**src/rs485_pkg.sv**
```systemverilog
package rs485_pkg;

    // register byte offsets
    localparam logic [7:0] OFF_MODEM_CTRL = 8'h00;
    localparam logic [7:0] OFF_LINE_FORMAT = 8'h04;
    localparam logic [7:0] OFF_INT_ENABLE = 8'h08;
    localparam logic [7:0] OFF_EXTRA_FEAT = 8'h0C;
    localparam logic [7:0] OFF_ENH_FEAT = 8'h10;
    localparam logic [7:0] OFF_SOFT_OFF2 = 8'h14;
    localparam logic [7:0] OFF_RX_CTRL = 8'h18;
    localparam logic [7:0] OFF_INT_STATUS = 8'h1C;
    localparam logic [7:0] OFF_INT_CLEAR = 8'h20;
    localparam logic [7:0] OFF_LINE_STATUS = 8'h24;

    // field positions
    localparam int MODEM_RTS_BIT = 1;
    localparam int XFEAT_MULTIDROP_BIT = 0;
    localparam int XFEAT_AUTO_DIR_BIT = 4;
    localparam int XFEAT_DIR_INV_BIT = 5;
    localparam int ENH_SPECIAL_CHAR_BIT = 5;
    localparam int ENH_HW_RTS_BIT = 6;
    localparam int IRQ_TX_DONE_BIT = 1;
    localparam int IRQ_LINE_STAT_BIT = 2;
    localparam int RXC_ENABLE_BIT = 0;
    localparam int LSTAT_RTS_N_BIT = 0;
    localparam int LSTAT_TX_PEND_BIT = 1;
    localparam int LSTAT_PARITY_ERR_BIT = 2;

    // reset values
    localparam logic [7:0] RST_REG8 = 8'h00;
    localparam logic RST_RX_ENABLE = 1'b0;
    localparam logic RST_RTS_N = 1'b1;

    localparam logic [31:0] RDATA_ZERO = 32'h0000_0000;

endpackage

```
**src/rs485_direction_and_address_control.sv**
```systemverilog
// Added by the designer: the APB slave port and the register addresses.
`timescale 1ns/1ps
`default_nettype none
// Contract
// RL1 - without auto direction, rts_n follows modem bit, or flow-control circuit when enabled
// RL2 - auto-direction bit hands rts_n to the transmitter, overriding both other sources
// RL3 - auto mode: rts_n low on transmit write, high after last bit leaves
// RL4 - software disables hardware flow control before using auto direction
// RL5 - inversion bit in auto mode: rts_n high while pending, low after done
// RL6 - multidrop bit selects 9-bit mode; ninth bit one marks address character
// RL7 - software sets multidrop, no special detect, forced-zero parity format
// RL8 - normal multidrop, receiver disabled: drop data characters until an address arrives
// RL9 - normal multidrop: address char flags parity error, is stored, raises line interrupt
// RL10 - host enables receiver only when the address equals its own station
// RL11 - enabled receiver keeps accepting; later address character flags parity error again
// RL12 - special detect on: incoming address characters compared with stored address
// RL13 - auto detect, receiver disabled: data and mismatched addresses are discarded
// RL14 - matching address enables receiver, is stored with parity flag, raises interrupt
// RL15 - auto detect, enabled: mismatched address disables receiver and is ignored
// RL16 - host-writable receiver enable, readable, also set and cleared by hardware
module rs485_direction_and_address_control (
    input wire logic sys_clk,
    input wire logic arst_n,
    input wire logic psel,
    input wire logic penable,
    input wire logic pwrite,
    input wire logic [7:0] paddr,
    input wire logic [31:0] pwdata,
    output logic [31:0] prdata,
    output logic pready,
    output logic pslverr,
    input wire logic tx_fifo_wr,
    input wire logic tx_all_empty,
    input wire logic flow_rts_n,
    output logic rts_n,
    input wire logic rx_valid,
    input wire logic [7:0] rx_char,
    input wire logic rx_ninth,
    input wire logic rx_perr_in,
    output logic rx_push,
    output logic [7:0] rx_push_data,
    output logic rx_push_perr,
    output logic irq
);
    import rs485_pkg::*;

    typedef struct packed {
        logic [7:0] modem_control_reg;
        logic [7:0] line_format_reg;
        logic [7:0] interrupt_enable_reg;
        logic [7:0] extra_feature_control_reg;
        logic [7:0] enhanced_feature_reg;
        logic [7:0] second_soft_flow_off_char;
        logic rx_enable;
        logic [7:0] int_status;
        logic last_perr;
        logic tx_pending;
        logic rts_n;
        logic rx_push;
        logic [7:0] rx_push_data;
        logic rx_push_perr;
        logic irq;
        logic pready;
        logic pslverr;
        logic [31:0] prdata;
    } state_s;

    state_s state_r;
    state_s state_nxt;

    function automatic logic known_addr(input logic [7:0] a);
        case (a)
            OFF_MODEM_CTRL, OFF_LINE_FORMAT, OFF_INT_ENABLE, OFF_EXTRA_FEAT,
            OFF_ENH_FEAT, OFF_SOFT_OFF2, OFF_RX_CTRL, OFF_INT_STATUS,
            OFF_INT_CLEAR, OFF_LINE_STATUS: known_addr = 1'b1;
            default: known_addr = 1'b0;
        endcase
    endfunction

    logic auto_dir;
    logic dir_inv;
    logic hw_flow;
    logic multidrop;
    logic special_det;
    logic addr_match;
    logic wr_access;
    logic [7:0] events;

    assign auto_dir = state_r.extra_feature_control_reg[XFEAT_AUTO_DIR_BIT];
    assign dir_inv = state_r.extra_feature_control_reg[XFEAT_DIR_INV_BIT];
    assign hw_flow = state_r.enhanced_feature_reg[ENH_HW_RTS_BIT];
    assign multidrop = state_r.extra_feature_control_reg[XFEAT_MULTIDROP_BIT];
    assign special_det = state_r.enhanced_feature_reg[ENH_SPECIAL_CHAR_BIT];
    assign addr_match = (rx_char == state_r.second_soft_flow_off_char); // [RL12]
    assign wr_access = psel && penable && state_r.pready && pwrite;

    always_comb begin
        state_nxt = state_r;
        events = 8'h00;
        state_nxt.rx_push = 1'b0;
        state_nxt.pready = 1'b0;
        state_nxt.pslverr = 1'b0;

        // apb: setup cycle prepares the answer, access cycle completes it
        if (psel && !penable) begin
            state_nxt.pready = 1'b1;
            state_nxt.pslverr = !known_addr(paddr);
            state_nxt.prdata = RDATA_ZERO;
            if (!pwrite) begin
                case (paddr)
                    OFF_MODEM_CTRL: state_nxt.prdata[7:0] = state_r.modem_control_reg;
                    OFF_LINE_FORMAT: state_nxt.prdata[7:0] = state_r.line_format_reg;
                    OFF_INT_ENABLE: state_nxt.prdata[7:0] = state_r.interrupt_enable_reg;
                    OFF_EXTRA_FEAT: state_nxt.prdata[7:0] = state_r.extra_feature_control_reg;
                    OFF_ENH_FEAT: state_nxt.prdata[7:0] = state_r.enhanced_feature_reg;
                    OFF_SOFT_OFF2: state_nxt.prdata[7:0] = state_r.second_soft_flow_off_char;
                    OFF_RX_CTRL: state_nxt.prdata[RXC_ENABLE_BIT] = state_r.rx_enable; // [RL16]
                    OFF_INT_STATUS: state_nxt.prdata[7:0] = state_r.int_status;
                    OFF_LINE_STATUS: begin
                        state_nxt.prdata[LSTAT_RTS_N_BIT] = state_r.rts_n;
                        state_nxt.prdata[LSTAT_TX_PEND_BIT] = state_r.tx_pending;
                        state_nxt.prdata[LSTAT_PARITY_ERR_BIT] = state_r.last_perr;
                    end
                    default: state_nxt.prdata = RDATA_ZERO;
                endcase
            end
        end

        if (wr_access) begin
            case (paddr)
                OFF_MODEM_CTRL: state_nxt.modem_control_reg = pwdata[7:0];
                OFF_LINE_FORMAT: state_nxt.line_format_reg = pwdata[7:0];
                OFF_INT_ENABLE: state_nxt.interrupt_enable_reg = pwdata[7:0];
                OFF_EXTRA_FEAT: state_nxt.extra_feature_control_reg = pwdata[7:0];
                OFF_ENH_FEAT: state_nxt.enhanced_feature_reg = pwdata[7:0];
                OFF_SOFT_OFF2: state_nxt.second_soft_flow_off_char = pwdata[7:0];
                OFF_RX_CTRL: state_nxt.rx_enable = pwdata[RXC_ENABLE_BIT]; // [RL16]
                OFF_INT_CLEAR: state_nxt.int_status = state_r.int_status & ~pwdata[7:0];
                default: state_nxt.rx_push = 1'b0;
            endcase
        end

        // transmit direction: pending from first fifo write until line fully idle
        if (tx_fifo_wr) begin
            state_nxt.tx_pending = 1'b1; // [RL3]
        end else if (state_r.tx_pending && tx_all_empty) begin
            state_nxt.tx_pending = 1'b0; // [RL3]
            events[IRQ_TX_DONE_BIT] = 1'b1;
        end

        if (auto_dir) begin
            // transmitter owns the pin, other sources ignored [RL2]
            state_nxt.rts_n = dir_inv ? state_nxt.tx_pending : !state_nxt.tx_pending; // [RL3] [RL5]
        end else if (hw_flow) begin
            state_nxt.rts_n = flow_rts_n; // [RL1]
        end else begin
            state_nxt.rts_n = !state_r.modem_control_reg[MODEM_RTS_BIT]; // [RL1]
        end

        // receive path
        if (rx_valid) begin
            if (!multidrop) begin
                state_nxt.rx_push = 1'b1;
                state_nxt.rx_push_perr = rx_perr_in;
            end else if (!special_det) begin
                if (rx_ninth) begin
                    // address char stored with parity error, enabled or not [RL6] [RL9] [RL11]
                    state_nxt.rx_push = 1'b1;
                    state_nxt.rx_push_perr = 1'b1;
                    events[IRQ_LINE_STAT_BIT] = 1'b1;
                end else begin
                    state_nxt.rx_push = state_r.rx_enable; // [RL8] [RL16]
                    state_nxt.rx_push_perr = 1'b0;
                end
            end else begin
                if (rx_ninth && addr_match) begin
                    state_nxt.rx_enable = 1'b1; // [RL14]
                    state_nxt.rx_push = 1'b1;
                    state_nxt.rx_push_perr = 1'b1; // [RL14]
                    events[IRQ_LINE_STAT_BIT] = 1'b1;
                end else if (rx_ninth) begin
                    state_nxt.rx_enable = 1'b0; // [RL15]
                end else begin
                    state_nxt.rx_push = state_r.rx_enable; // [RL13]
                    state_nxt.rx_push_perr = 1'b0;
                end
            end
            if (state_nxt.rx_push) begin
                state_nxt.rx_push_data = rx_char;
                state_nxt.last_perr = state_nxt.rx_push_perr;
            end
        end

        // sticky status: a new event wins over a clear in the same cycle
        state_nxt.int_status = state_nxt.int_status | events;
        state_nxt.irq = |(state_nxt.int_status & state_nxt.interrupt_enable_reg); // [RL9] [RL14]
    end

    always_ff @(posedge sys_clk or negedge arst_n) begin
        if (!arst_n) begin
            state_r.modem_control_reg <= RST_REG8;
            state_r.line_format_reg <= RST_REG8;
            state_r.interrupt_enable_reg <= RST_REG8;
            state_r.extra_feature_control_reg <= RST_REG8;
            state_r.enhanced_feature_reg <= RST_REG8;
            state_r.second_soft_flow_off_char <= RST_REG8;
            state_r.rx_enable <= RST_RX_ENABLE;
            state_r.int_status <= RST_REG8;
            state_r.last_perr <= 1'b0;
            state_r.tx_pending <= 1'b0;
            state_r.rts_n <= RST_RTS_N;
            state_r.rx_push <= 1'b0;
            state_r.rx_push_data <= RST_REG8;
            state_r.rx_push_perr <= 1'b0;
            state_r.irq <= 1'b0;
            state_r.pready <= 1'b0;
            state_r.pslverr <= 1'b0;
            state_r.prdata <= RDATA_ZERO;
        end else begin
            state_r <= state_nxt;
        end
    end

    assign prdata = state_r.prdata;
    assign pready = state_r.pready;
    assign pslverr = state_r.pslverr;
    assign rts_n = state_r.rts_n;
    assign rx_push = state_r.rx_push;
    assign rx_push_data = state_r.rx_push_data;
    assign rx_push_perr = state_r.rx_push_perr;
    assign irq = state_r.irq;

    // checks
    logic normal_md;
    logic auto_md;
    assign normal_md = multidrop && !special_det;
    assign auto_md = multidrop && special_det;

    property p_rts_modem;
        @(posedge sys_clk) disable iff (!arst_n)
        (!auto_dir && !hw_flow) |=> (rts_n == !$past(state_r.modem_control_reg[MODEM_RTS_BIT]));
    endproperty
    a_rts_modem: assert property (p_rts_modem) else $error("rts_n not following modem bit"); // [RL1]

    property p_rts_flow;
        @(posedge sys_clk) disable iff (!arst_n)
        (!auto_dir && hw_flow) |=> (rts_n == $past(flow_rts_n));
    endproperty
    a_rts_flow: assert property (p_rts_flow) else $error("rts_n not following flow circuit"); // [RL1]

    property p_rts_auto_on;
        @(posedge sys_clk) disable iff (!arst_n)
        (auto_dir && !dir_inv && tx_fifo_wr) |=> !rts_n ##0 state_r.tx_pending;
    endproperty
    a_rts_auto_on: assert property (p_rts_auto_on) else $error("rts_n not low after tx write"); // [RL3]

    property p_rts_auto_off;
        @(posedge sys_clk) disable iff (!arst_n)
        (auto_dir && !dir_inv && state_r.tx_pending && tx_all_empty && !tx_fifo_wr)
            |=> rts_n && !state_r.tx_pending;
    endproperty
    a_rts_auto_off: assert property (p_rts_auto_off) else $error("rts_n not high after tx done"); // [RL3]

    property p_rts_inv;
        @(posedge sys_clk) disable iff (!arst_n)
        (auto_dir && dir_inv && tx_fifo_wr) |=> rts_n;
    endproperty
    a_rts_inv: assert property (p_rts_inv) else $error("inverted rts_n not high on tx write"); // [RL5]

    property p_drop_data;
        @(posedge sys_clk) disable iff (!arst_n)
        (normal_md && rx_valid && !rx_ninth && !state_r.rx_enable) |=> !rx_push;
    endproperty
    a_drop_data: assert property (p_drop_data) else $error("data stored while disabled"); // [RL8]

    property p_addr_flag;
        @(posedge sys_clk) disable iff (!arst_n)
        (normal_md && rx_valid && rx_ninth) |=> rx_push && rx_push_perr
            && rx_push_data == $past(rx_char);
    endproperty
    a_addr_flag: assert property (p_addr_flag) else $error("address char not flagged"); // [RL9]

    property p_addr_irq;
        @(posedge sys_clk) disable iff (!arst_n)
        (normal_md && rx_valid && rx_ninth && state_r.interrupt_enable_reg[IRQ_LINE_STAT_BIT]
            && !(wr_access && paddr == OFF_INT_ENABLE)) |=> irq;
    endproperty
    a_addr_irq: assert property (p_addr_irq) else $error("no line status interrupt"); // [RL9]

    property p_auto_mismatch;
        @(posedge sys_clk) disable iff (!arst_n)
        (auto_md && rx_valid && rx_ninth && !addr_match) |=> !rx_push && !state_r.rx_enable;
    endproperty
    a_auto_mismatch: assert property (p_auto_mismatch) else $error("mismatch not dropped"); // [RL15]

    property p_auto_data_drop;
        @(posedge sys_clk) disable iff (!arst_n)
        (auto_md && rx_valid && !rx_ninth && !state_r.rx_enable) |=> !rx_push;
    endproperty
    a_auto_data_drop: assert property (p_auto_data_drop) else $error("data kept while off"); // [RL13]

    property p_auto_match;
        @(posedge sys_clk) disable iff (!arst_n)
        (auto_md && rx_valid && rx_ninth && addr_match)
            |=> rx_push && rx_push_perr && state_r.rx_enable;
    endproperty
    a_auto_match: assert property (p_auto_match) else $error("match not stored"); // [RL14]

    property p_auto_override;
        @(posedge sys_clk) disable iff (!arst_n)
        auto_dir |=> ((rts_n ^ state_r.tx_pending) == !$past(dir_inv));
    endproperty
    a_auto_override: assert property (p_auto_override) else $error("tx owns rts_n"); // [RL2]

    property p_plain_push;
        @(posedge sys_clk) disable iff (!arst_n)
        (!multidrop && rx_valid) |=> rx_push && rx_push_perr == $past(rx_perr_in)
            && rx_push_data == $past(rx_char);
    endproperty
    a_plain_push: assert property (p_plain_push) else $error("plain char not pushed"); // [RL6]

    property p_enabled_data;
        @(posedge sys_clk) disable iff (!arst_n)
        (normal_md && rx_valid && !rx_ninth && state_r.rx_enable) |=> rx_push && !rx_push_perr;
    endproperty
    a_enabled_data: assert property (p_enabled_data) else $error("enabled data dropped"); // [RL11]

    // normal multidrop leaves the receiver enable to the host alone
    property p_md_hold_en;
        @(posedge sys_clk) disable iff (!arst_n)
        (normal_md && !(wr_access && paddr == OFF_RX_CTRL))
            |=> state_r.rx_enable == $past(state_r.rx_enable);
    endproperty
    a_md_hold_en: assert property (p_md_hold_en) else $error("enable moved"); // [RL16]

    c_auto_dir: cover property (@(posedge sys_clk) disable iff (!arst_n)
        auto_dir && tx_fifo_wr ##[1:50] !state_r.tx_pending);
    c_normal_addr: cover property (@(posedge sys_clk) disable iff (!arst_n)
        normal_md && rx_valid && rx_ninth);
    c_auto_match: cover property (@(posedge sys_clk) disable iff (!arst_n)
        auto_md && rx_valid && rx_ninth && addr_match);
    c_irq: cover property (@(posedge sys_clk) disable iff (!arst_n) irq);
    c_auto_disable: cover property (@(posedge sys_clk) disable iff (!arst_n)
        auto_md && rx_valid && rx_ninth && !addr_match && state_r.rx_enable);

endmodule // rs485_direction_and_address_control
`default_nettype wire

```
**config.mk**
```make
export PLATFORM = sky130hd
export DESIGN_NAME = rs485_direction_and_address_control
export DESIGN_NICKNAME = d
export VERILOG_FILES = /design/src/rs485_pkg.sv /design/src/rs485_direction_and_address_control.sv
export SDC_FILE = /design/constraint.sdc
export NUM_CORES = 1
export LEC_CHECK = 0
export ABC_CLOCK_PERIOD_IN_PS = 5400
export BUFFER_PORTS_ARGS = -buffer_cell sky130_fd_sc_hd__buf_2
export CAP_MARGIN = 20
export CORE_UTILIZATION = 29
export DETAILED_ROUTE_END_ITERATION = 7
export PLACE_DENSITY = 0.47
export SLEW_MARGIN = 40
export SYNTH_ARGS = -nofsm -noshare
export SYNTH_HDL_FRONTEND = slang
export SYNTH_SLANG_ARGS = --single-unit
```
**constraint.sdc**
```tcl
create_clock -name sys_clk -period 5.4 [get_ports sys_clk]
set_clock_uncertainty 0.1 [all_clocks]
set_input_delay 1.08 -clock sys_clk [delete_from_list [all_inputs] [get_ports sys_clk]]
set_output_delay 1.08 -clock sys_clk [all_outputs]
set_load 0.05 [all_outputs]
```
## Yosys cells after proc, flatten, opt, wreduce, memory -nomap -nowiden

Cells that the tools add are included.

| cells by class | value |
|---|---|
| eq/ne operators | 10 |
| mux-type cells | 43 |
| bitwise logic cells | 4 |
| reductions and logical operators | 19 |

Operators by type and width:

| kind | count |
|---|---|
| $mux 8 | 7 |
| $mux 41 | 1 |
| $pmux 5 s7 | 1 |
| $mux 34 | 1 |
| $eq 8x5->1 const B | 4 |
| $mux 1 | 30 |
| $and 8x8->8 | 2 |
| $eq 8x4->1 const B | 2 |
| $eq 8x6->1 const B | 2 |
| $pmux 2 s8 | 1 |
| $reduce_and 2->1 | 6 |
| $mux 10 | 1 |
| $reduce_or 10->1 | 1 |
| $pmux 1 s9 | 1 |
| $eq 8x3->1 const B | 1 |
| $eq 8x8->1 | 1 |
| $logic_not 8->1 | 1 |
| $not 8->8 | 1 |
| $or 8x3->8 | 1 |
| $reduce_or 8->1 | 1 |
| $logic_and 1x1->1 | 6 |
| $logic_not 1->1 | 4 |

| storage, ports and cells | value |
|---|---|
| bits in registers | 105 |
| input bits | 59 |
| output and inout bits | 46 |
| word-level logic and storage cells | 94 |

## Depth between registers and ports, before layout

Gate-level depths: netlist (run 1).

| depth | value |
|---|---|
| depth in word-level cells | 9 |
| depth in mapped cells | 8 |
| depth with buffers taken out | 6 |

## Worst setup path after synthesis (run 1)

OpenSTA, ideal clock, no wires.

| path | value |
|---|---|
| kind | input to register |
| from | input port paddr[1] |
| to | register state_r[57] (netlist name) |
| library setup time | 0.125 ns |
| data arrival time | 2.352 ns |
| required time | 5.175 ns |
| path slack | 2.823 ns |
| cell stages on the path | 6 |
| buffers on the path | 1 |
| path through | or2_2 -> clkbuf_1 -> nor2_1 -> and2_0 -> nand2_1 -> mux2_2 |

| on the way | value |
|---|---|
| word-level cells in the longest chain between the ends | 2 |

Ends and longest elaborated chain:

| what | line | text |
|---|---|---|
| start: declaration | rs485_direction_and_address_control.sv:27 | `input wire logic [7:0] paddr,` |
| $eq 8x5->1 | rs485_direction_and_address_control.sv:130 | `case (paddr)` |
| $reduce_and 2->1 (no line) | - |  |
| end signal: assignment | rs485_direction_and_address_control.sv:220 | `state_r <= state_nxt;` |
| end: declaration | rs485_direction_and_address_control.sv:68 | `state_s state_r;` |

Every way passes these cells.
A chain may end at the register's enable or synchronous reset.

==> impl_metrics.sql, run 1 <==
INSERT INTO impl_metrics (metric_group, metric, value, unit) VALUES
('worst_setup_path', 'category_of_the_most_critical_setup_path', 'in -> reg', ''),
('power_and_ir_drop', 'maximum_vdd_ir_drop', '0.133', 'mV'),
('worst_setup_path', 'critical_path.endpoint_type', 'flip-flop', ''),
('worst_setup_path', 'crit_path_cell_trace', 'buf_2, nor4_4, nand3_4, mux2_2, a22oi_1, nand2_1, nand4b_1', ''),
('yosys', 'proportion_of_synthesized_area_in_mux_cells', '0.215', ''),
('clock_network', 'post_cts_resized', '0', ''),
('detailed_routing', 'routed_wl', '10.0', 'mm'),
('worst_hold_path', 'min_delay_path_depth', '2', ''),
('layout', 'n_antenna_cell', '0', ''),
('timing', 'timing.final.hold_violations', '0', ''),
('yosys', 'post_synth_xor_area_fraction', '0.0190', ''),
('yosys', 'post_synth_inst_count', '339', ''),
('worst_setup_path', 'worstPathArrival', '3.05', 'ns'),
('worst_hold_path', 'worstHoldStart', 'prdata[0]$_DFFE_PN0P_', ''),
('place', 'dp_hpwl', '7.16', 'mm'),
('floorplanning', 'row_count', '43', ''),
('clock_network', 'cts_sinks', '81', ''),
('layout', 'share_of_the_core_filled_with_cells', '0.340', ''),
('worst_setup_path', 'crit_fanout', '23', ''),
('worst_setup_path', 'register_to_register_setup_slack', '3.21', 'ns'),
('clock_network', 'clock_insertion_delay_worst_skew', '0.34', 'ns'),
('layout', 'syn_to_final_growth', '14.0', '%'),
('worst_setup_path', 'highest_cell_delay_on_the_worst_timing_path', '0.57', 'ns'),
('yosys', 'synth_cell_type_count', '52', ''),
('floorplanning', 'fp.dieW', '122', 'um'),
('detailed_routing', 'drt_pass1_iterations', '4', ''),
('yosys', 'post_synthesis_cell_area', '4160', 'um2'),
('status', 'run_status', 'finished, final reports clean', ''),
('worst_setup_path', 'worst-endpoint-required', '5.50', 'ns'),
('yosys', 'synth_common_cells', 'dfrtp_1 (80), mux2_2 (63), buf_4 (41)', ''),
('yosys', 'synth_seq_area_share', '0.488', ''),
('yosys', 'mean_cell_area_of_the_mapped_netlist', '12.3', 'um2'),
('detailed_routing', 'drt_iter0_drc', '149', ''),
('yosys', 'yosysWarnings', '0', ''),
('clock_network', 'max-clock-path-buffers', '2', ''),
('timing', 'worstMarginPinSlew', '0.669', 'ns'),
('yosys', 'ys_seq_elements', '81', ''),
('clock_network', 'cts_setup_buffers', '0', ''),
('worst_setup_path', 'critical_path.startpoint_type', 'primary input', ''),
('detailed_routing', 'post_route_ant_nets', '0', ''),
('yosys', 'yosysMostFrequentCell', 'dfrtp_1', ''),
('worst_setup_path', 'r2r-end', 'rx_push_data[3]$_DFFE_PN0P_', ''),
('detailed_routing', 'drt-wirelength-per-cell', '17.8', 'um'),
('timing', 'final.setup.tns', '0', 'ns'),
('clock_network', 'ctsHoldBuffers', '0', ''),
('flow_run', 'cap_violations', '0', ''),
('yosys', 'combinational_family_with_the_most_area_after_synthesis', 'multiplexers', ''),
('floorplanning', 'ioPinCount', '105', ''),
('worst_setup_path', 'r2r_path_start', 'state_r[63]$_DFFE_PN0P_', ''),
('clock_network', 'cts_tree', 'built', ''),
('yosys', 'ys_async_sr_fraction', '1.00', ''),
('timing', 'max-slew-margin-rel', '0.554', ''),
('global_routing', 'grt.total_usage', '0.147', ''),
('worst_hold_path', 'timing.hold.worst_endpoint', 'prdata[0]$_DFFE_PN0P_', ''),
('yosys', 'synthDominantAreaCellType', 'dfrtp_1', ''),
('clock_network', 'clkSlewWorstSetupHoldPaths', '0.06', 'ns'),
('clock_network', 'cts-htree-levels', '3', ''),
('worst_setup_path', 'cpLargestDelayFamily', 'simple AND/OR/NAND/NOR gates', ''),
('timing', 'setup_viol', '0', ''),
('worst_setup_path', 'path_buf_inv', '1', ''),
('yosys', 'yosys.area_share.adder', '0', ''),
('floorplanning', 'design.core.area', '13900', 'um2'),
('detailed_routing', 'dr_total_vias', '2710', ''),
('place', 'portBuffers', '56', ''),
('detailed_routing', 'detail_route.vias_per_cell', '4.82', ''),
('floorplanning', 'fp.dieH', '122', 'um'),
('place', 'globalplace.congestion', '0.749', ''),
('yosys', 'synth_edf_count', '0', ''),
('global_routing', 'grt.overflow.total', '0', ''),
('timing', 'timing.final.max_slew_violations', '0', ''),
('power_and_ir_drop', 'power.total', '1440', 'uW');
-- through the flow --
stage	instance area, um2	std cells	hold WS [ns]	worst slack (ns)
after floorplan	4240	362	0.320	2.82
after global placement	4400	546	0.382	2.04
after detailed placement	4410	546	0.390	2.05
after CTS	4730	562	0.404	2.40
after global routing	4740	562	0.417	2.35
final	4740	562	0.387	2.44
-- worst max-delay path by stage --
stage                         from                 endpoint  cells past startpoint
after floorplan           paddr[1]  state_r[57]$_DFFE_PN0P_                      6
final                     paddr[4]            irq$_DFF_PN0_                      7
after global routing      paddr[4]            irq$_DFF_PN0_                      7
after CTS                 paddr[4]            irq$_DFF_PN0_                      7
after global placement    paddr[4]            irq$_DFF_PN0_                      7
after detailed placement  paddr[4]            irq$_DFF_PN0_                      7
-- flip-flops by register name, summed over array words and instances (netlist names) --
register and flops:
irq 1, multidrop 1, hw_flow 1, pslverr 1, state_r 54, rx_push_perr 1, special_det 1, dir_inv 1
auto_dir 1, rx_push 1, prdata 8, rx_push_data 8, rts_n 1, pready 1
-- cell type report --
type                    count  area [um2]
multi-input cells         225        1860
flip-flops and latches     81        2030
repair buffers             56         289
clock buffers              14         264
well taps                 180         225
clock inverters             2        60.1
fillers                  1419        9200
inverters                   4        15.0
-- cell families (layout without fill, tap and decap cells) --
group / after synthesis / count (layout)
XOR/XNOR: 9 / 9
buffers and inverters: 56 / 76
flip-flops: 81 / 81
AND/OR/NAND/NOR: 68 / 68
multiplexers: 74 / 74
other: 1 / 24
AO/OA/AOI/OAI: 50 / 50
-- routing by layer --
| layer | global-route usage | up-vias | part of all wire |
|---|---|---|---|
| met5 | 0 | - | 0 |
| met4 | 0.0540 | 0 | 0.013 |
| met3 | 0.0332 | 13 | 0.048 |
| met2 | 0.226 | 86 | 0.47 |
| met1 | 0.200 | 1359 | 0.47 |
| li1 | - | 1252 | - |
-- where the power goes --
| group | internal, uW | switching, uW |
|---|---|---|
| Sequential | 618 | 5.41 |
| Combinational | 34.3 | 119 |
| Clock | 431 | 233 |
| Total | 1080 | 358 |
-- worst reg2reg max path, cell delays in order (launching register included) --
cell and delay [ns]:
dfrtp_1 0.43, xnor2_1 0.18, nand4_1 0.19, o21ai_0 0.45, o221ai_2 0.37, mux2_2 0.37
-- cell usage in the layout, fill, tap and decap left out, drive strengths merged, types with 4 or more instances in the layout --
| master | count |
|---|---|
| a21boi | 6 |
| a21oi | 4 |
| a22o | 8 |
| a22oi | 8 |
| a32oi | 4 |
| and3 | 6 |
| buf | 55 |
| clkbuf | 15 |
| conb | 24 |
| dfrtp | 80 |
| inv | 4 |
| mux2 | 63 |
| mux2i | 5 |
| mux4 | 6 |
| nand2 | 22 |
| nand3 | 8 |
| nor2 | 9 |
| nor3 | 4 |
| nor4 | 4 |
| o21ai | 7 |
| xnor2 | 8 |
Note: power is estimated with default switching activity, not from simulation.
==> run 2: changes to the inputs <==
Settings changed: ABC_AREA from default to 1, ABC_CLOCK_PERIOD_IN_PS 5400 to 2500, PLACE_DENSITY 0.47 to 0.48.
Clock period 5.4 ns to 2.5 ns, I/O delays scaled along.
==> run 2 against run 1 <==
  * Critical path depth is 3 higher
  * Sequential power grew 120%
  * Global-route usage increased by 1.3 points
  * Routed wire length increased by 14%
  * Non-clock buffer count increased by 6
==> impl_metrics.sql, run 2 <==
INSERT INTO impl_metrics (metric_group, metric, value, unit) VALUES
('yosys', 'post_synth_inst_count', '549', ''),
('yosys', 'synth_common_cells', 'nand2_1 (196), dfrtp_1 (80), inv_1 (48)', ''),
('yosys', 'synth_seq_area_share', '0.465', ''),
('worst_setup_path', 'category_of_the_most_critical_setup_path', 'in -> reg', ''),
('clock_network', 'post_cts_resized', '0', ''),
('global_routing', 'grt.total_usage', '0.159', ''),
('timing', 'clock.fmax', '562', 'MHz'),
('clock_network', 'cts_tree', 'built', ''),
('layout', 'n_antenna_cell', '0', ''),
('yosys', 'synthDominantCellAreaShare', '0.459', ''),
('yosys', 'synth_edf_count', '0', ''),
('global_routing', 'grt_pass1_wl', '19.0', 'mm'),
('layout', 'share_of_the_core_filled_with_cells', '0.339', ''),
('global_routing', 'grt_pass1_vias', '3533', ''),
('worst_setup_path', 'highest_cell_delay_on_the_worst_timing_path', '0.37', 'ns'),
('floorplanning', 'design.core.area', '14600', 'um2'),
('timing', 'timing.final.crit_share', '0.712', ''),
('layout', 'most_frequent_cells_in_the_layout', 'nand2_1 (196), dfrtp_1 (80), buf_2 (55)', ''),
('layout', 'nets', '654', ''),
('clock_network', 'clock_insertion_delay_worst_skew', '0.34', 'ns'),
('floorplanning', 'die_area', '15500', 'um2'),
('layout', 'reg.largest.list', 'state_r (54), prdata (8), rx_push_data (8)', ''),
('clock_network', 'max-clock-path-buffers', '2', ''),
('detailed_routing', 'drt-wirelength-per-cell', '14.6', 'um'),
('timing', 'final.setup.tns', '0', 'ns'),
('detailed_routing', 'drt_iter0_drc', '263', ''),
('detailed_routing', 'post_route_ant_nets', '0', ''),
('yosys', 'yosysMostFrequentCell', 'nand2_1', ''),
('detailed_routing', 'routed_wl', '11.4', 'mm'),
('layout', 'layout_commonest_cell', 'nand2_1', ''),
('yosys', 'synthTopCellsByArea', 'dfrtp_1 (46%), nand2_1 (17%), buf_4 (7.1%)', ''),
('power_and_ir_drop', 'power-per-cell-area', '612', 'nW/um2'),
('worst_setup_path', 'crit_fanout', '10', ''),
('clock_network', 'numCtsBuffers', '9', ''),
('floorplanning', 'ioPinCount', '105', ''),
('timing', 'worstMarginPinSlew', '0.606', 'ns'),
('worst_setup_path', 'path_buf_inv', '2', ''),
('worst_setup_path', 'critical_path.endpoint_type', 'flip-flop', ''),
('clock_network', 'cts_sinks', '81', ''),
('worst_setup_path', 'r2r_path_start', 'state_r[61]$_DFFE_PN0P_', ''),
('layout', 'syn_to_final_growth', '13.3', '%'),
('power_and_ir_drop', 'maximum_vdd_ir_drop', '0.357', 'mV'),
('global_routing', 'largest_net_degree_at_the_start_of_global_routing', '46', ''),
('power_and_ir_drop', 'leakagePower', '0.00256', 'uW'),
('worst_setup_path', 'crit_path_cell_trace', 'buf_2, nor2_1, nand2_2, nor2_4, nor2_1, nand3_1, nand2_1, inv_1, o21ai_0, nand2_1', ''),
('detailed_routing', 'dr_total_vias', '3538', ''),
('timing', 'timing.final.hold_violations', '0', ''),
('detailed_routing', 'detail_route.vias_per_cell', '4.51', ''),
('clock_network', 'cts_setup_buffers', '0', ''),
('floorplanning', 'fp.dieH', '125', 'um'),
('place', 'dp_hpwl', '8.72', 'mm'),
('worst_setup_path', 'register_to_register_setup_slack', '0.78', 'ns'),
('worst_setup_path', 'cpLargestDelayFamily', 'simple AND/OR/NAND/NOR gates', ''),
('worst_setup_path', 'worstPathArrival', '1.96', 'ns'),
('yosys', 'ys_async_sr_fraction', '1.00', ''),
('clock_network', 'clock_tree.root_cell', 'clkbuf_16', ''),
('timing', 'setup_viol', '0', ''),
('clock_network', 'clkSlewWorstSetupHoldPaths', '0.06', 'ns'),
('yosys', 'ys_dominant_reg_cell', 'dfrtp_1', ''),
('yosys', 'yosysWarnings', '0', ''),
('worst_setup_path', 'critical_path.startpoint_type', 'primary input', ''),
('worst_setup_path', 'crit_startpoint', 'paddr[1]', ''),
('yosys', 'synth_cell_type_count', '30', ''),
('place', 'portBuffers', '56', ''),
('yosys', 'ys_seq_elements', '81', ''),
('yosys', 'synthDominantAreaCellType', 'dfrtp_1', ''),
('floorplanning', 'fp.dieW', '125', 'um'),
('timing', 'rsz0062_at_grt', 'no', ''),
('power_and_ir_drop', 'power.total', '3020', 'uW'),
('layout', 'largest-register', 'state_r', ''),
('floorplanning', 'row_count', '44', ''),
('timing', 'max-slew-margin-rel', '0.596', ''),
('status', 'run_status', 'finished, final reports clean', ''),
('global_routing', 'grt.overflow.total', '0', ''),
('detailed_routing', 'drt_pass1_iterations', '5', ''),
('timing', 'fin_crit', '1.78', 'ns'),
('layout', 'number_of_standard_cells_in_the_final_layout_excluding_fillers', '784', ''),
('worst_setup_path', 'crit_path_top_delay_cell', 'nor2_4', ''),
('worst_setup_path', 'worst-endpoint-required', '2.68', 'ns'),
('timing', 'timing.final.max_slew_violations', '0', ''),
('yosys', 'post_synthesis_cell_area', '4360', 'um2'),
('clock_network', 'ctsHoldBuffers', '0', ''),
('worst_hold_path', 'hold_path.class', 'in -> async', ''),
('place', 'dp.cells', '768', ''),
('place', 'globalplace.congestion', '0.841', ''),
('floorplanning', 'initial_utilization', '0.299', ''),
('global_routing', 'number_of_antenna_violations_at_the_first_check_in_global_routing', '0', ''),
('flow_run', 'cap_violations', '0', ''),
('yosys', 'mean_cell_area_of_the_mapped_netlist', '7.94', 'um2'),
('layout', 'post_route_cells_drive_above_1_share', '0.183', ''),
('clock_network', 'cts-htree-levels', '3', ''),
('layout', 'largest_register_ffs', '54', ''),
('layout', 'final.fill_count', '1553', ''),
('detailed_routing', 'detail_route.drc_violations', '0', '');
## run 2: cell types whose count changed in the layout (fill, tap and decap cells not counted), moves of 15 or more
cell     delta
o21ai_1    +15
mux2_2     -63
nand2_1   +174
inv_1      +44
o21ai_0    +31
nand3_1    +31
## run 2: cell families (layout without fill, tap and decap cells)
logic type             Yosys count  after routing  synth area share
other                            1             24          0.000860
flip-flops                      81             81             0.465
AND/OR/NAND/NOR                298            298             0.317
AO/OA/AOI/OAI                   65             65            0.0766
buffers and inverters           99            127             0.130
XOR/XNOR                         5              5            0.0100
## run 2: layer usage
metal	GRT usage	vias up	wire, um
li1	-	1776	-
met1	0.199	1638	4880
met2	0.262	101	5630
met3	0.0326	23	545
met4	0.0765	0	384
met5	0	-	0
## run 2: worst reg2reg max path: cells and delay by family, from the launching register on
kind                   cells  cell delay (ns)
flip-flops                 1             0.39
buffers and inverters      1             0.10
AND/OR/NAND/NOR           11             1.03
## run 2: power by group
part	switching, uW	internal, uW
Combinational	259	62.2
Clock	552	802
Sequential	13.3	1330
## run 2: path summary, 6_finish.rpt
| check | to | cells past startpoint |
|---|---|---|
| worst max-delay path | prdata[1]$_DFFE_PN0P_ | 10 |
| min in group sys_clk | pready$_DFF_PN0_ | 2 |
| worst max register to register | rx_push_data[6]$_DFFE_PN0P_ | 12 |
| worst min register to register | rx_push_data[4]$_DFFE_PN0P_ | 2 |
| worst min-delay path | rx_push_data[0]$_DFFE_PN0P_ | 1 |
| max in group asynchronous | rts_n$_DFF_PN1_ | 2 |
## run 2: area by class of cell
cell class	count	area [um2]	area share
inverter	49	184	0.0372
clock inverter	6	66.3	0.0134
multi-input combinational	392	1850	0.375
timing repair buffer	62	340	0.0689
clock buffer	10	239	0.0484
sequential	81	2030	0.411
tap	184	230	0.0466
## run 2: per-stage QoR
stage	setup slack [ns]	cell area [um2]	hold slack, ns
6_report	0.721	4940	0.0565
5_1_grt	0.534	4940	0.105
4_1_cts	0.726	4940	0.0830
3_5_place_dp	0.383	4630	0.358
3_3_place_gp	0.390	4630	0.354
2_1_floorplan	0.738	4450	0.104
==> run 3: changes to the inputs <==
Settings changed: ABC_CLOCK_PERIOD_IN_PS 2500 to 1700, PLACE_DENSITY 0.48 to 0.47.
Clock period 2.5 ns to 1.7 ns, I/O delays scaled along.
==> run 3 against run 2 <==
  * Combinational power is 58% higher
  * Critical path depth is 9 lower
  * Sequential share of layout area is 2.9 points lower
  * Die area stayed put
  * Total power is 54% higher
  * Global-route usage hardly changed
  * Sequential power is 47% higher
  * Cell count is 4.8% higher
  * Largest power group is now clock
  * Highest routed layer unchanged
==> impl_metrics.sql, run 3 (synthesis gave the netlist of run 2 again) <==
INSERT INTO impl_metrics (metric_group, metric, value, unit) VALUES
('power_and_ir_drop', 'net-switching-power', '1160', 'uW'),
('clock_network', 'max-clock-path-buffers', '2', ''),
('timing', 'clock.fmax', '630', 'MHz'),
('worst_setup_path', 'critical_path.startpoint_type', 'flip-flop', ''),
('worst_setup_path', 'worstPathArrival', '1.15', 'ns'),
('layout', 'most_frequent_cells_in_the_layout', 'nand2_1 (193), dfrtp_1 (79), buf_2 (55)', ''),
('timing', 'timing.final.max_slew_violations', '0', ''),
('worst_setup_path', 'crit_path_top_delay_cell', 'dfstp_2', ''),
('clock_network', 'clock_insertion_delay_worst_skew', '0.33', 'ns'),
('clock_network', 'numCtsBuffers', '9', ''),
('clock_network', 'cts_sinks', '81', ''),
('power_and_ir_drop', 'maximum_vdd_ir_drop', '0.443', 'mV'),
('power_and_ir_drop', 'seqPwrFrac', '0.427', ''),
('worst_setup_path', 'cpLargestDelayFamily', 'flip-flops', ''),
('detailed_routing', 'dr_total_vias', '3665', ''),
('detailed_routing', 'met1Wirelength', '5.25', 'mm'),
('clock_network', 'cts_tree', 'built', ''),
('power_and_ir_drop', 'leakagePower', '0.00280', 'uW'),
('timing', 'rsz0062_at_grt', 'no', ''),
('flow_run', 'cap_violations', '0', ''),
('floorplanning', 'row_count', '44', ''),
('power_and_ir_drop', 'power.clock.fraction', '0.464', ''),
('detailed_routing', 'met2RoutedLength', '5.83', 'mm'),
('floorplanning', 'fp.dieH', '125', 'um'),
('worst_setup_path', 'path_buf_inv', '1', ''),
('worst_setup_path', 'r2r_path_start', 'state_r[63]$_DFFE_PN0P_', ''),
('power_and_ir_drop', 'combPwrFrac', '0.109', ''),
('floorplanning', 'ioPinCount', '105', ''),
('worst_setup_path', 'crit_startpoint', 'rts_n$_DFF_PN1_', ''),
('detailed_routing', 'met3RoutedLength', '423', 'um'),
('timing', 'fin_crit', '1.59', 'ns'),
('detailed_routing', 'drt_iter0_drc', '207', ''),
('worst_hold_path', 'worstHoldStart', 'penable', ''),
('worst_setup_path', 'category_of_the_most_critical_setup_path', 'reg -> out', ''),
('timing', 'timing.final.crit_share', '0.934', ''),
('worst_setup_path', 'crit_path_cell_trace', 'buf_2', ''),
('layout', 'layout_commonest_cell', 'nand2_1', ''),
('worst_setup_path', 'critical_path.endpoint_type', 'primary output', ''),
('worst_setup_path', 'worst-endpoint-required', '1.26', 'ns'),
('layout', 'post_route_cells_drive_above_1_share', '0.240', ''),
('layout', 'syn_to_final_growth', '22.1', '%'),
('timing', 'final.setup.tns', '0', 'ns'),
('global_routing', 'number_of_antenna_violations_at_the_first_check_in_global_routing', '0', ''),
('global_routing', 'grt_pass1_vias', '3645', ''),
('worst_setup_path', 'highest_cell_delay_on_the_worst_timing_path', '0.55', 'ns'),
('layout', 'final.fill_count', '1541', ''),
('place', 'place_ws', '-0.234', 'ns'),
('detailed_routing', 'routed_wl', '11.6', 'mm'),
('timing', 'setup_viol', '0', ''),
('floorplanning', 'fp.dieW', '125', 'um'),
('detailed_routing', 'post_route_ant_nets', '0', ''),
('status', 'run_status', 'finished, final reports clean', ''),
('worst_hold_path', 'hold_path.class', 'in -> reg', ''),
('detailed_routing', 'drt_pass1_iterations', '4', ''),
('place', 'dp_hpwl', '9.10', 'mm'),
('layout', 'largest-register', 'state_r', ''),
('worst_setup_path', 'crit_fanout', '2', ''),
('floorplanning', 'initial_utilization', '0.299', ''),
('timing', 'final_critical_path_setup_slack', '0.113', 'ns'),
('global_routing', 'grt.total_usage', '0.159', ''),
('layout', 'nets', '693', ''),
('place', 'globalplace.congestion', '0.819', ''),
('layout', 'reg.largest.list', 'state_r (54), prdata (8), rx_push_data (8)', ''),
('floorplanning', 'design.core.area', '14600', 'um2'),
('timing', 'timing.final.hold_violations', '0', ''),
('place', 'portBuffers', '56', ''),
('detailed_routing', 'detail_route.drc_violations', '0', ''),
('floorplanning', 'die_area', '15500', 'um2'),
('layout', 'n_antenna_cell', '0', ''),
('detailed_routing', 'dr.max_layer_used', 'met4', ''),
('power_and_ir_drop', 'power-per-cell-area', '872', 'nW/um2'),
('power_and_ir_drop', 'swShare', '0.251', ''),
('detailed_routing', 'drt-wirelength-per-cell', '14.1', 'um'),
('clock_network', 'clkSlewWorstSetupHoldPaths', '0.06', 'ns'),
('layout', 'largest_register_ffs', '54', ''),
('global_routing', 'largest_net_degree_at_the_start_of_global_routing', '30', ''),
('clock_network', 'clock_tree.root_cell', 'clkbuf_16', ''),
('power_and_ir_drop', 'power_report.internal_total', '3480', 'uW'),
('global_routing', 'grt_pass1_wl', '19.2', 'mm'),
('clock_network', 'cts-htree-levels', '3', ''),
('detailed_routing', 'detail_route.vias_per_cell', '4.46', ''),
('global_routing', 'grt.overflow.total', '0', '');
[run 3: final cells by class]
cell class / count / area [um2] / area share
clock inverter: 2 / 60.1 / 0.0113
tap: 184 / 230 / 0.0433
inverter: 49 / 184 / 0.0346
timing repair buffer: 100 / 669 / 0.126
clock buffer: 13 / 270 / 0.0508
sequential: 81 / 2030 / 0.381
multi-input combinational: 393 / 1880 / 0.353
[run 3: stage by stage]
step                std cells  area (um2)  total power, uW  hold slack [ns]   util
finish                    822        5320             4640           0.0840  0.365
floorplan                 572        4450             2400          -0.0556      -
detailed placement        803        4930             2520            0.194  0.338
CTS                       819        5280             4700           0.0673  0.362
global route              822        5320             4820           0.0861  0.365
global placement          803        4930             2520            0.192  0.338
[run 3: metal layers]
layer / GRT usage / vias to the layer above
met5: 0 / -
met3: 0.0322 / 4
li1: - / 1858
met2: 0.269 / 73
met4: 0.0461 / 0
met1: 0.204 / 1730
[run 3: timing repair]
item / 4_1_cts / 5_1_grt
setup endpoints to repair: 0 / 11
hold buffers: 1 / 0
gates resized for setup: 0 / 9
buffers inserted: 0 / 2
endpoints found under the hold margin: 23 / 0
[run 3: final timing paths]
kind | to | slack (ns) | cells past startpoint
min in group asynchronous | rx_push_perr$_DFFE_PN0P_ | 0.37 | 2
setup reg to reg | rx_push_data[4]$_DFFE_PN0P_ | 0.16 | 10
setup / recovery | rts_n | 0.11 | 1
max in group asynchronous | state_r[53]$_DFF_PN0_ | 0.65 | 3
hold reg to reg | rx_push_data[1]$_DFFE_PN0P_ | 0.37 | 2
hold / removal | pready$_DFF_PN0_ | 0.08 | 2
[run 3: power groups by stage]
stage / Clock [uW] / Combinational [uW] / Sequential, uW
after floorplan: 0 / 363 / 2030
after global placement: 0 / 502 / 2010
after detailed placement: 0 / 506 / 2020
after CTS: 2210 / 509 / 1980
after global routing: 2280 / 551 / 1980
final: 2150 / 507 / 1980
